==> config.mk <==
export PLATFORM = sky130hd
export DESIGN_NAME = fan_mode_alarm_control
export DESIGN_NICKNAME = d
export VERILOG_FILES = /design/src/design/fan_mode_alarm_control.v /design/src/design/sync2.v
export VERILOG_INCLUDE_DIRS = /design/src /design/src/design
export SDC_FILE = /design/constraint.sdc
export NUM_CORES = 1
export LEC_CHECK = 0
export BUFFER_PORTS_ARGS = -buffer_cell sky130_fd_sc_hd__buf_2
export CAP_MARGIN = 5
export CORE_UTILIZATION = 40
export CTS_CLUSTER_DIAMETER = 150
export DETAILED_ROUTE_END_ITERATION = 8
export PLACE_DENSITY = 0.77
export SLEW_MARGIN = 15
export SYNTH_ARGS = -nofsm -noshare
export SYNTH_HDL_FRONTEND = slang
export SYNTH_SLANG_ARGS = --single-unit
export TNS_END_PERCENT = 100
==> constraint.sdc <==
create_clock -name clk -period 1.91 [get_ports clk]
set_input_delay 0.191 -clock clk [delete_from_list [all_inputs] [get_ports clk]]
set_output_delay 0.191 -clock clk [all_outputs]
set_load 0.02 [all_outputs]
==> src/design/fan_ctrl_map.vh <==
// fan_ctrl_map.vh: constants for the fan mode and alarm control block
// assumes inclusion by bare name from the design files
`ifndef FAN_CTRL_MAP_VH
`define FAN_CTRL_MAP_VH
`define FAN_NUM_CH          6
`define FAN_ADDR_UPPER      4'h1
`define FAN_MODE_TEMP       1'b0
`define FAN_MODE_SERIAL     1'b1
`define FAN_MODE_RST        1'b0
`define FAN_SENSOR_EXT      1'b0
`define FAN_SENSOR_ONBOARD  1'b1
`define FAN_SENSOR_SEL_RST  1'b0
`define FAN_CMD_SPEED       2'h1
`define FAN_CMD_CONFIG      2'h2
`define FAN_CMD_DISABLE     2'h3
`define FAN_SPEED_FULL      8'h14
`define FAN_SPEED_RST       8'h14
`define FAN_DIS_RST         6'h00
`define FAN_CFG_MODE_BIT    0
`define FAN_CFG_SENSOR_BIT  1
`define FAN_STRAP_CYCLES    2'h3
`define FAN_PIN_SYNC_RST    4'hF
`define FAN_TACH_SYNC_RST   6'h00
`define FAN_FULL_RST        6'h00
`define FAN_ALARM0_RST      8'h00
`define FAN_ALARM1_RST      8'h00
`define FAN_TEMP_RST        8'hFF
`define FAN_RELAY_NC_RST    1'b1
`define FAN_RELAY_NO_RST    1'b0
`define FAN_LED_ALARM_RST   1'b0
`define FAN_LED_NORMAL_RST  1'b1
`endif

==> src/design/fan_mode_alarm_control.v <==
// fan_mode_alarm_control.v: mode selection, dual command port arbitration, alarm gating and indicators
// assumes two serial target engines deliver decoded one-cycle commands on clk; pins pass sync2 first
//
// Notes on behaviour
// - Each of six fan channels has its tach monitored for a fault and its own speed control output.
// - A per-channel disable written over the bus forces every alarm of that channel to read no alarm.
// - In serial mode the selected sensor's temperature stays readable but affects neither speed nor alarms.
// - In temperature mode commands from either the primary or the secondary port are accepted.
// - A speed command received in temperature mode switches at once to serial mode.
// - All alarm status stays readable while in temperature mode.
// - Simultaneous conflicting commands take the primary port and drop the secondary one.
// - Each port works alone, so an unused port may be left idle.
// - A configuration bit picks the external or on-board sensor for temperature control and alarm.
// - The normally closed relay is closed and the normally open relay open with no alarm; both flip on alarm.
// - The alarm indicator is lit while any alarm is raised and the normal indicator while none is.
// - The seven-bit target address is a fixed upper field followed by the three strap bits.
// - A low override input forces all fans to full speed; high leaves the normal mode in charge.
// - Any fan or temperature alarm drives full speed to all fans.
`timescale 1ns/1ps
`include "fan_ctrl_map.vh"
module fan_mode_alarm_control (
  input  wire       clk,
  input  wire       sys_rst,
  input  wire [5:0] tach_fail,
  input  wire       speed_override_n,
  input  wire       addr_strap_bit0,
  input  wire       addr_strap_bit1,
  input  wire       addr_strap_bit2,
  input  wire       primary_cmd_valid,
  input  wire [1:0] primary_cmd_kind,
  input  wire [7:0] primary_cmd_data,
  input  wire       secondary_cmd_valid,
  input  wire [1:0] secondary_cmd_kind,
  input  wire [7:0] secondary_cmd_data,
  input  wire [7:0] temp_onboard,
  input  wire [7:0] temp_external,
  input  wire       onboard_sensor_open,
  input  wire       external_sensor_open,
  input  wire [7:0] temp_speed,
  input  wire       temp_over_alarm,
  output wire [6:0] target_addr,
  output reg        mode_serial,
  output reg        sensor_sel,
  output reg  [5:0] chan_disable,
  output reg  [7:0] speed_cmd,
  output reg  [5:0] fan_speed_full,
  output reg  [7:0] target_speed,
  output reg  [7:0] alarm0_status,
  output reg  [7:0] alarm1_status,
  output reg  [7:0] temp_sel,
  output reg        relay_normally_closed_pair,
  output reg        relay_normally_open_pair,
  output reg        led_alarm,
  output reg        led_normal
);
  wire [3:0] pin_s;
  wire [5:0] tach_s;
  sync2 #(.W(4)) u_sync_pins (
    .clk     (clk),
    .sys_rst (sys_rst),
    .d       ({speed_override_n, addr_strap_bit2, addr_strap_bit1, addr_strap_bit0}),
    .rst_val (`FAN_PIN_SYNC_RST),
    .q       (pin_s)
  );
  sync2 #(.W(6)) u_sync_tach (
    .clk     (clk),
    .sys_rst (sys_rst),
    .d       (tach_fail),
    .rst_val (`FAN_TACH_SYNC_RST),
    .q       (tach_s)
  );

  // strap bits caught after reset release
  reg [2:0] strap;
  reg [1:0] strap_cnt;
  always @(posedge clk) begin
    if (sys_rst) begin
      strap     <= 3'h0;
      strap_cnt <= 2'h0;
    end else if (strap_cnt != `FAN_STRAP_CYCLES) begin
      strap_cnt <= strap_cnt + 2'h1;
      strap     <= pin_s[2:0];
    end
  end
  assign target_addr = {`FAN_ADDR_UPPER, strap};

  // arbitration: either port alone is enough, primary wins a tie
  wire       use_pri  = primary_cmd_valid;
  wire       cmd_val  = primary_cmd_valid | secondary_cmd_valid;
  wire [1:0] cmd_kind = use_pri ? primary_cmd_kind : secondary_cmd_kind;
  wire [7:0] cmd_data = use_pri ? primary_cmd_data : secondary_cmd_data;

  always @(posedge clk) begin
    if (sys_rst) begin
      mode_serial  <= `FAN_MODE_RST;
      sensor_sel   <= `FAN_SENSOR_SEL_RST;
      chan_disable <= `FAN_DIS_RST;
      speed_cmd    <= `FAN_SPEED_RST;
    end else if (cmd_val) begin
      case (cmd_kind)
        `FAN_CMD_SPEED: begin
          speed_cmd   <= cmd_data;
          mode_serial <= `FAN_MODE_SERIAL;
        end
        `FAN_CMD_CONFIG: begin
          mode_serial <= cmd_data[`FAN_CFG_MODE_BIT];
          sensor_sel  <= cmd_data[`FAN_CFG_SENSOR_BIT];
        end
        `FAN_CMD_DISABLE: begin
          chan_disable <= cmd_data[5:0];
        end
        default: begin
          speed_cmd <= speed_cmd;
        end
      endcase
    end
  end

  // alarm evaluation
  wire [5:0] fan_alarm  = tach_s & ~chan_disable;
  wire       sel_open   = (sensor_sel == `FAN_SENSOR_ONBOARD) ? onboard_sensor_open : external_sensor_open;
  wire       temp_alarm = ~mode_serial & (sel_open | temp_over_alarm);
  wire       any_alarm  = (|fan_alarm) | temp_alarm;
  wire       full_force = any_alarm | ~pin_s[3];
  wire [7:0] base_speed = mode_serial ? speed_cmd : temp_speed;
  wire [7:0] next_target = full_force ? `FAN_SPEED_FULL : base_speed;

  // status words packed for the read side
  wire [7:0] next_alarm0 = {2'b00, fan_alarm};
  wire [7:0] next_alarm1 = {temp_alarm, external_sensor_open, onboard_sensor_open, ~pin_s[3], 4'h0};
  wire [7:0] next_temp   = (sensor_sel == `FAN_SENSOR_ONBOARD) ? temp_onboard : temp_external;

  // per-channel full-speed force and target speed
  always @(posedge clk) begin
    if (sys_rst) begin
      fan_speed_full <= `FAN_FULL_RST;
      target_speed   <= `FAN_SPEED_RST;
    end else begin
      fan_speed_full <= {`FAN_NUM_CH{full_force}};
      target_speed   <= next_target;
    end
  end

  // alarm status, readable in either mode
  always @(posedge clk) begin
    if (sys_rst) begin
      alarm0_status <= `FAN_ALARM0_RST;
      alarm1_status <= `FAN_ALARM1_RST;
    end else begin
      alarm0_status <= next_alarm0;
      alarm1_status <= next_alarm1;
    end
  end

  // reading of the selected sensor, readable in either mode
  always @(posedge clk) begin
    if (sys_rst) begin
      temp_sel <= `FAN_TEMP_RST;
    end else begin
      temp_sel <= next_temp;
    end
  end

  // relay pair follows any alarm
  always @(posedge clk) begin
    if (sys_rst) begin
      relay_normally_closed_pair <= `FAN_RELAY_NC_RST;
      relay_normally_open_pair   <= `FAN_RELAY_NO_RST;
    end else begin
      relay_normally_closed_pair <= ~any_alarm;
      relay_normally_open_pair   <= any_alarm;
    end
  end

  // indicator pair follows any alarm
  always @(posedge clk) begin
    if (sys_rst) begin
      led_alarm  <= `FAN_LED_ALARM_RST;
      led_normal <= `FAN_LED_NORMAL_RST;
    end else begin
      led_alarm  <= any_alarm;
      led_normal <= ~any_alarm;
    end
  end
endmodule // fan_mode_alarm_control

==> src/design/sync2.v <==
// sync2.v: two-flop synchroniser for a bus of pin levels
// assumes the inputs are asynchronous to clk
`timescale 1ns/1ps
module sync2 #(
  parameter W = 1
) (
  input  wire         clk,
  input  wire         sys_rst,
  input  wire [W-1:0] d,
  input  wire [W-1:0] rst_val,
  output reg  [W-1:0] q
);
  reg [W-1:0] meta;
  always @(posedge clk) begin
    if (sys_rst) begin
      meta <= rst_val;
      q    <= rst_val;
    end else begin
      meta <= d;
      q    <= meta;
    end
  end
endmodule // sync2

Yosys cells after proc, flatten, opt, wreduce, memory -nomap -nowiden
Index checks and enable logic that the tools add are counted.
Operators by class
  add/subtract/negate cells: 1
  equality and inequality tests: 4
  mux-type cells: 6
  bitwise operators: 10
  reduce and logical (&&, ||, !) cells: 7
Operators with widths (number)
  two-way mux 8 bit: 3
  AND reduction 2 bit: 4
  bitwise AND 6 bit: 1
  inverter 6 bit: 1
  OR reduction 6 bit: 1
  == test 2 bit (second input constant): 2
  OR 1 bit: 4
  inverter 1 bit: 3
  adder 2 x 1 -> 2 bit (second input constant): 1
  == test 2 x 1 -> 1 bit (second input constant): 1
  two-way mux 2 bit: 1
  != test 2 bit (second input constant): 1
  one-hot mux 1 bit (2 select lines): 1
  nonzero test 2 bit: 1
  OR reduction 2 bit: 1
  bitwise AND 1 bit: 1
  two-way mux 1 bit: 1
Word-level totals
  bits in registers: 76
  input bits: 61
  word-level logic and storage cells: 47

Logic depth before layout (Yosys ltp)
  depth after elaboration: 6
  gate-level depth with buffers: 9

Modules after synthesis
From an unflattened synthesis, not the netlist that was laid out.
Second synthesis, totals
  cells, all modules: 252
  area total of the unflattened synthesis: 2830.2 µm²
Modules (own cells, without submodules)
  fan_mode_alarm_control: instances 1, cells each 210, area each 2114.5 µm², seq. area each 1001.0 µm²
  sync2 at u_sync_tach: instances 1, cells each 25, area each 424.2 µm², seq. area each 240.2 µm²
  sync2 at u_sync_pins: instances 1, cells each 17, area each 291.5 µm², seq. area each 160.2 µm²

Worst setup path before layout
OpenSTA, ideal clock, no wires.
  path type: input to register
  start: input primary_cmd_valid
  end: register speed_cmd[2]
  arrival time: 1.525 ns
  data required time: 1.790 ns
  setup slack: 0.265 ns
  stages: 8
  path buffers: 2
  cell sequence: buf_2 > buf_4 > mux2i_1 > inv_1 > ha_1 > o21ai_0 > nor2_1 > a211o_1
On the way
  longest elaborated chain between the ends: 3
  elaborated cells between the ends (all ways): 5
RTL lines
  start, declared: line fan_mode_alarm_control.v:29  | input wire primary_cmd_valid,
  two-way mux 2 bit: line fan_mode_alarm_control.v:90  | wire [1:0] cmd_kind = use_pri ? primary_cmd_kind : secondary_cmd_kind;
  == test 2 x 1 -> 1 bit: line fan_mode_alarm_control.v:100  | case (cmd_kind)
  AND reduction 2 bit (no line)
  end signal, assigned: line fan_mode_alarm_control.v:98  | speed_cmd <= `FAN_SPEED_RST;
  end signal, assigned: line fan_mode_alarm_control.v:102  | speed_cmd <= cmd_data;
  end signal, assigned: line fan_mode_alarm_control.v:113  | speed_cmd <= speed_cmd;
  end, declared: line fan_mode_alarm_control.v:45  | output reg [7:0] speed_cmd,
Several ways; a longest one is shown, not always the timed one.
A chain may end at the register's enable or synchronous reset.

Final worst setup path
  start: register mode_serial
  end: output mode_serial
RTL lines
  start, declared: line fan_mode_alarm_control.v:42  | output reg mode_serial,
  start signal, assigned: line fan_mode_alarm_control.v:95  | mode_serial <= `FAN_MODE_RST;
  start signal, assigned: line fan_mode_alarm_control.v:103  | mode_serial <= `FAN_MODE_SERIAL;
  start signal, assigned: line fan_mode_alarm_control.v:106  | mode_serial <= cmd_data[`FAN_CFG_MODE_BIT];
No word-level cell between the ends.

==> summary.md <==
| Metric | Value |
|---|---|
| Final Util | between 50 and 60% |
| First-pass GRT wire length | 9290 um |
| Sequential share of the synthesized area | between 50% and 60% |
| Combinational Power Share | approximately 16% |
| Final slew viol count | 0 |
| Max Clock Freq | 641 MHz |
| Warnings from Yosys | 0 |
| N_diodes | 0 |
| Nets | between 400 and 500 |
| CP max stage cell | dfxtp_1 |
| Arrival time at the worst endpoint | 1.37 ns |
| Startpoint types | flip-flop |
| Fin crit period | between 1.5 and 2 ns |
| Routed vias | between 2,000 and 2,500 |
| First-pass iteration count of the detailed router | 4 |
| TritonCTS clock tree | built |
| Worst Skew | approximately 0.006 ns |
| Sequential share of power | 44.4% |
| Critical path required time | 1.72 ns |
| Cell Rows | 29 |
| Placed cell count | approximately 420 |
| Switch Pwr | between 900 and 1000 uW |
| Area delta synth->final | 29.9% |
| Slew headroom | a little under three fifths |
| Area leader, netlist | dfxtp_1 |
| H-tree depth | 3 |
| Internal | about 2700 uW |
| Total CTS buffers | 9 |
| Critical Path Max Stage Delay | 0.74 ns |
| R2R Setup Slk | 0.52 ns |
| Seq cells post-synth | 70 |
| Vias in the first global route | between 1,500 and 2,000 |
| CTS resizes | 0 |
| Layout cells sized above 1 | ~40% |
| CP Buf/Inv Count | 1 |
| CTS Hold Bufs | 0 |
| Distinct cells, synth | 34 |
| Sw frac | 25.8% |
| FF-to-FF End | target_speed[5]$_SDFF_PP0_ |
| Crit end category | output port |
| Largest net degree at the start of global routing | 34 |
| Clock share of power | 40.0% |
| Yosys top cell area share | between 50% and 60% |
| Clk sinks | 70 |
| Synth area leaders | dfxtp_1 (53%), mux2i_1 (8.3%), buf_4 (5.1%), nor2_1 (4.1%), nor2b_1 (3.8%) |
| WHS Endpoint | u_sync_pins.meta[2]$_SDFF_PP1_ |
| Max VDD drop | 0.000590 V |
| Synthesized instance count | roughly 250 |
| DRC viols | 0 |
| Die area | between 6000 and 7000 um2 |
| Async SR Flop Fraction | 0% |
| Post-Syn Area per Cell | 10.5 um2 |
| Post-CTS Setup Bufs | 0 |
| Crit-path leading delay family | flip-flops |
| Hpwl dp | between 4000 and 5000 um |
| Hold path cells | 2 |
| Worst path cell trace | buf_2 |
| R2R cell count | 2 |
| Hold_sp | addr_strap_bit2 |
| Worst hold path class | in2reg |
| Leakage | about 0.0017 uW |
| Critical Path Fanout Max | 12 |
| PwrDens | between 1000 and 1500 nW/um2 |
| Die Y | ~83 um |
| Unrepaired setup endpoints after global routing | no |
| Clock transition at path regs | around 0.070 ns |
| Clock tree buffer depth | 2 |
| Non-filler instance count after layout | 440 |
| Max-cap violations | 0 |
| Gp weighted congestion | ~0.75 |
| Die Wd | approximately 83 um |
| Worst-Skew Late Latency | about 0.34 ns |
| Initial core utilization | around 41% |
| Final Hold Vio Count | 0 |
| RR Startpoint | mode_serial$_SDFFE_PP0P_ |
| Number of flops mapped to enable cells by yosys | 0 |
| Tightest Pin Transition | 0.658 ns |
| Post-route ant nets | 0 |
| Crit path kind | reg2out |
| Gr usage total | between 15 and 20% |
| PortBufs | approximately 120 |
| Final worst-path cycle share | around four fifths |
| Drt total wl | roughly 5800 um |
| Core area | roughly 6400 um2 |
| Gr ovfl total | 0 |
| Mean routed wirelength per cell | approximately 13 um |
| Clk root buf | clkbuf_8 |
| I/O Pins | 126 |
| Top FF cell, synth | dfxtp_1 |
| Initial antenna violation count | 0 |
| Setup TNS | 0 ns |
| Outcome | completed |
| # setup viols final | 0 |
| Starting DRC count in detailed routing | 61 |
| Synthesized area | 2650 um2 |
| Drt via density | 4.72 |
-- Yosys cell counts (all sizes together) (2+ instances only) --
| master | number |
|---|---|
| nor2 | 29 |
| a211o | 10 |
| nor2b | 16 |
| buf | 23 |
| a21oi | 2 |
| a211oi | 13 |
| nand2b | 6 |
| nand4 | 3 |
| inv | 5 |
| or2 | 9 |
| a22o | 2 |
| conb | 2 |
| mux2i | 22 |
| clkbuf | 9 |
| and2b | 6 |
| o21a | 2 |
| ha | 4 |
| dfxtp | 70 |
| nor4 | 6 |
-- registers in the layout, indices dropped and copies added, names as in the netlist, 6 cells and up --
register and flops:
speed_cmd 8, target_speed 8, temp_sel 8, alarm0_status 6
chan_disable 6, u_sync_tach.meta 6, u_sync_tach.q 6
-- cells by family after synthesis --
group,after synthesis,synth area share (%)
compound gates,36,11.0
other cells,2,0.283
simple gates,79,16.5
mux,23,8.88
xor+xnor,1,0.331
fa+ha+maj,4,1.89
flops,70,52.9
buf+inv,37,8.26
-- power groups by stage --
stage,clock [uW],combinational (uW),sequential [uW]
after floorplan,0,331,1720
after global routing,1550,620,1630
final,1460,567,1620
after CTS,1480,572,1620
after global placement,0,552,1650
after detailed placement,0,569,1650
-- how the worst max path moves through the flow --
stage / from / endpoint / slack (ns) / depth (start not counted)
2_1_floorplan: primary_cmd_valid / speed_cmd[2]$_SDFFE_PP1P_ / 0.27 / 8
6_report: mode_serial$_SDFFE_PP0P_ / mode_serial / 0.35 / 1
5_1_grt: mode_serial$_SDFFE_PP0P_ / mode_serial / 0.31 / 1
3_5_place_dp: primary_cmd_valid / speed_cmd[2]$_SDFFE_PP1P_ / 0.32 / 7
3_3_place_gp: primary_cmd_valid / speed_cmd[2]$_SDFFE_PP1P_ / 0.46 / 7
4_1_cts: mode_serial$_SDFFE_PP0P_ / mode_serial / 0.36 / 1
-- through the flow --
step	setup WS, ns	area [um2]	hold slack (ns)	power, uW
floorplan	0.265	2680	0.295	2050
global placement	0.457	3190	0.374	2200
detailed placement	0.321	3190	0.379	2220
CTS	0.356	3440	0.0167	3670
global route	0.313	3440	0.0198	3800
finish	0.350	3440	0.0311	3640
-- placed cells by master (no fill, tap or decap), drive strengths merged, types with 2 or more instances in the layout --
master,Yosys,layout
nand4,3,3
bufinv,0,3
o21a,2,2
conb,2,10
a22o,2,2
a211oi,13,13
a211o,10,10
clkbuf,9,11
dfxtp,70,70
and2b,6,6
mux2i,22,22
inv,5,5
nor4,6,6
nand2b,6,6
nor2b,16,16
a21oi,2,2
nor2,29,29
or2,9,9
buf,23,119
ha,4,4
-- layout make-up --
class | count | area (um2)
Fill cell | 600 | 2940
Sequential cell | 70 | 1400
Multi-Input combinational cell | 153 | 1060
Timing Repair Buffer | 119 | 618
Clock buffer | 11 | 141
Clock inverter | 5 | 106
Tap cell | 77 | 96.3
Inverter | 5 | 18.8
-- routing by layer --
metal / vias up / track usage [%] / wire length, um
li1: 1048 / - / -
met1: 930 / 19.6 / 2350
met2: 83 / 29.7 / 2960
met3: 16 / 3.78 / 306
met4: 0 / 11.6 / 218
met5: - / 0 / 0
No activity file was read; power rests on OpenSTA's default activity.
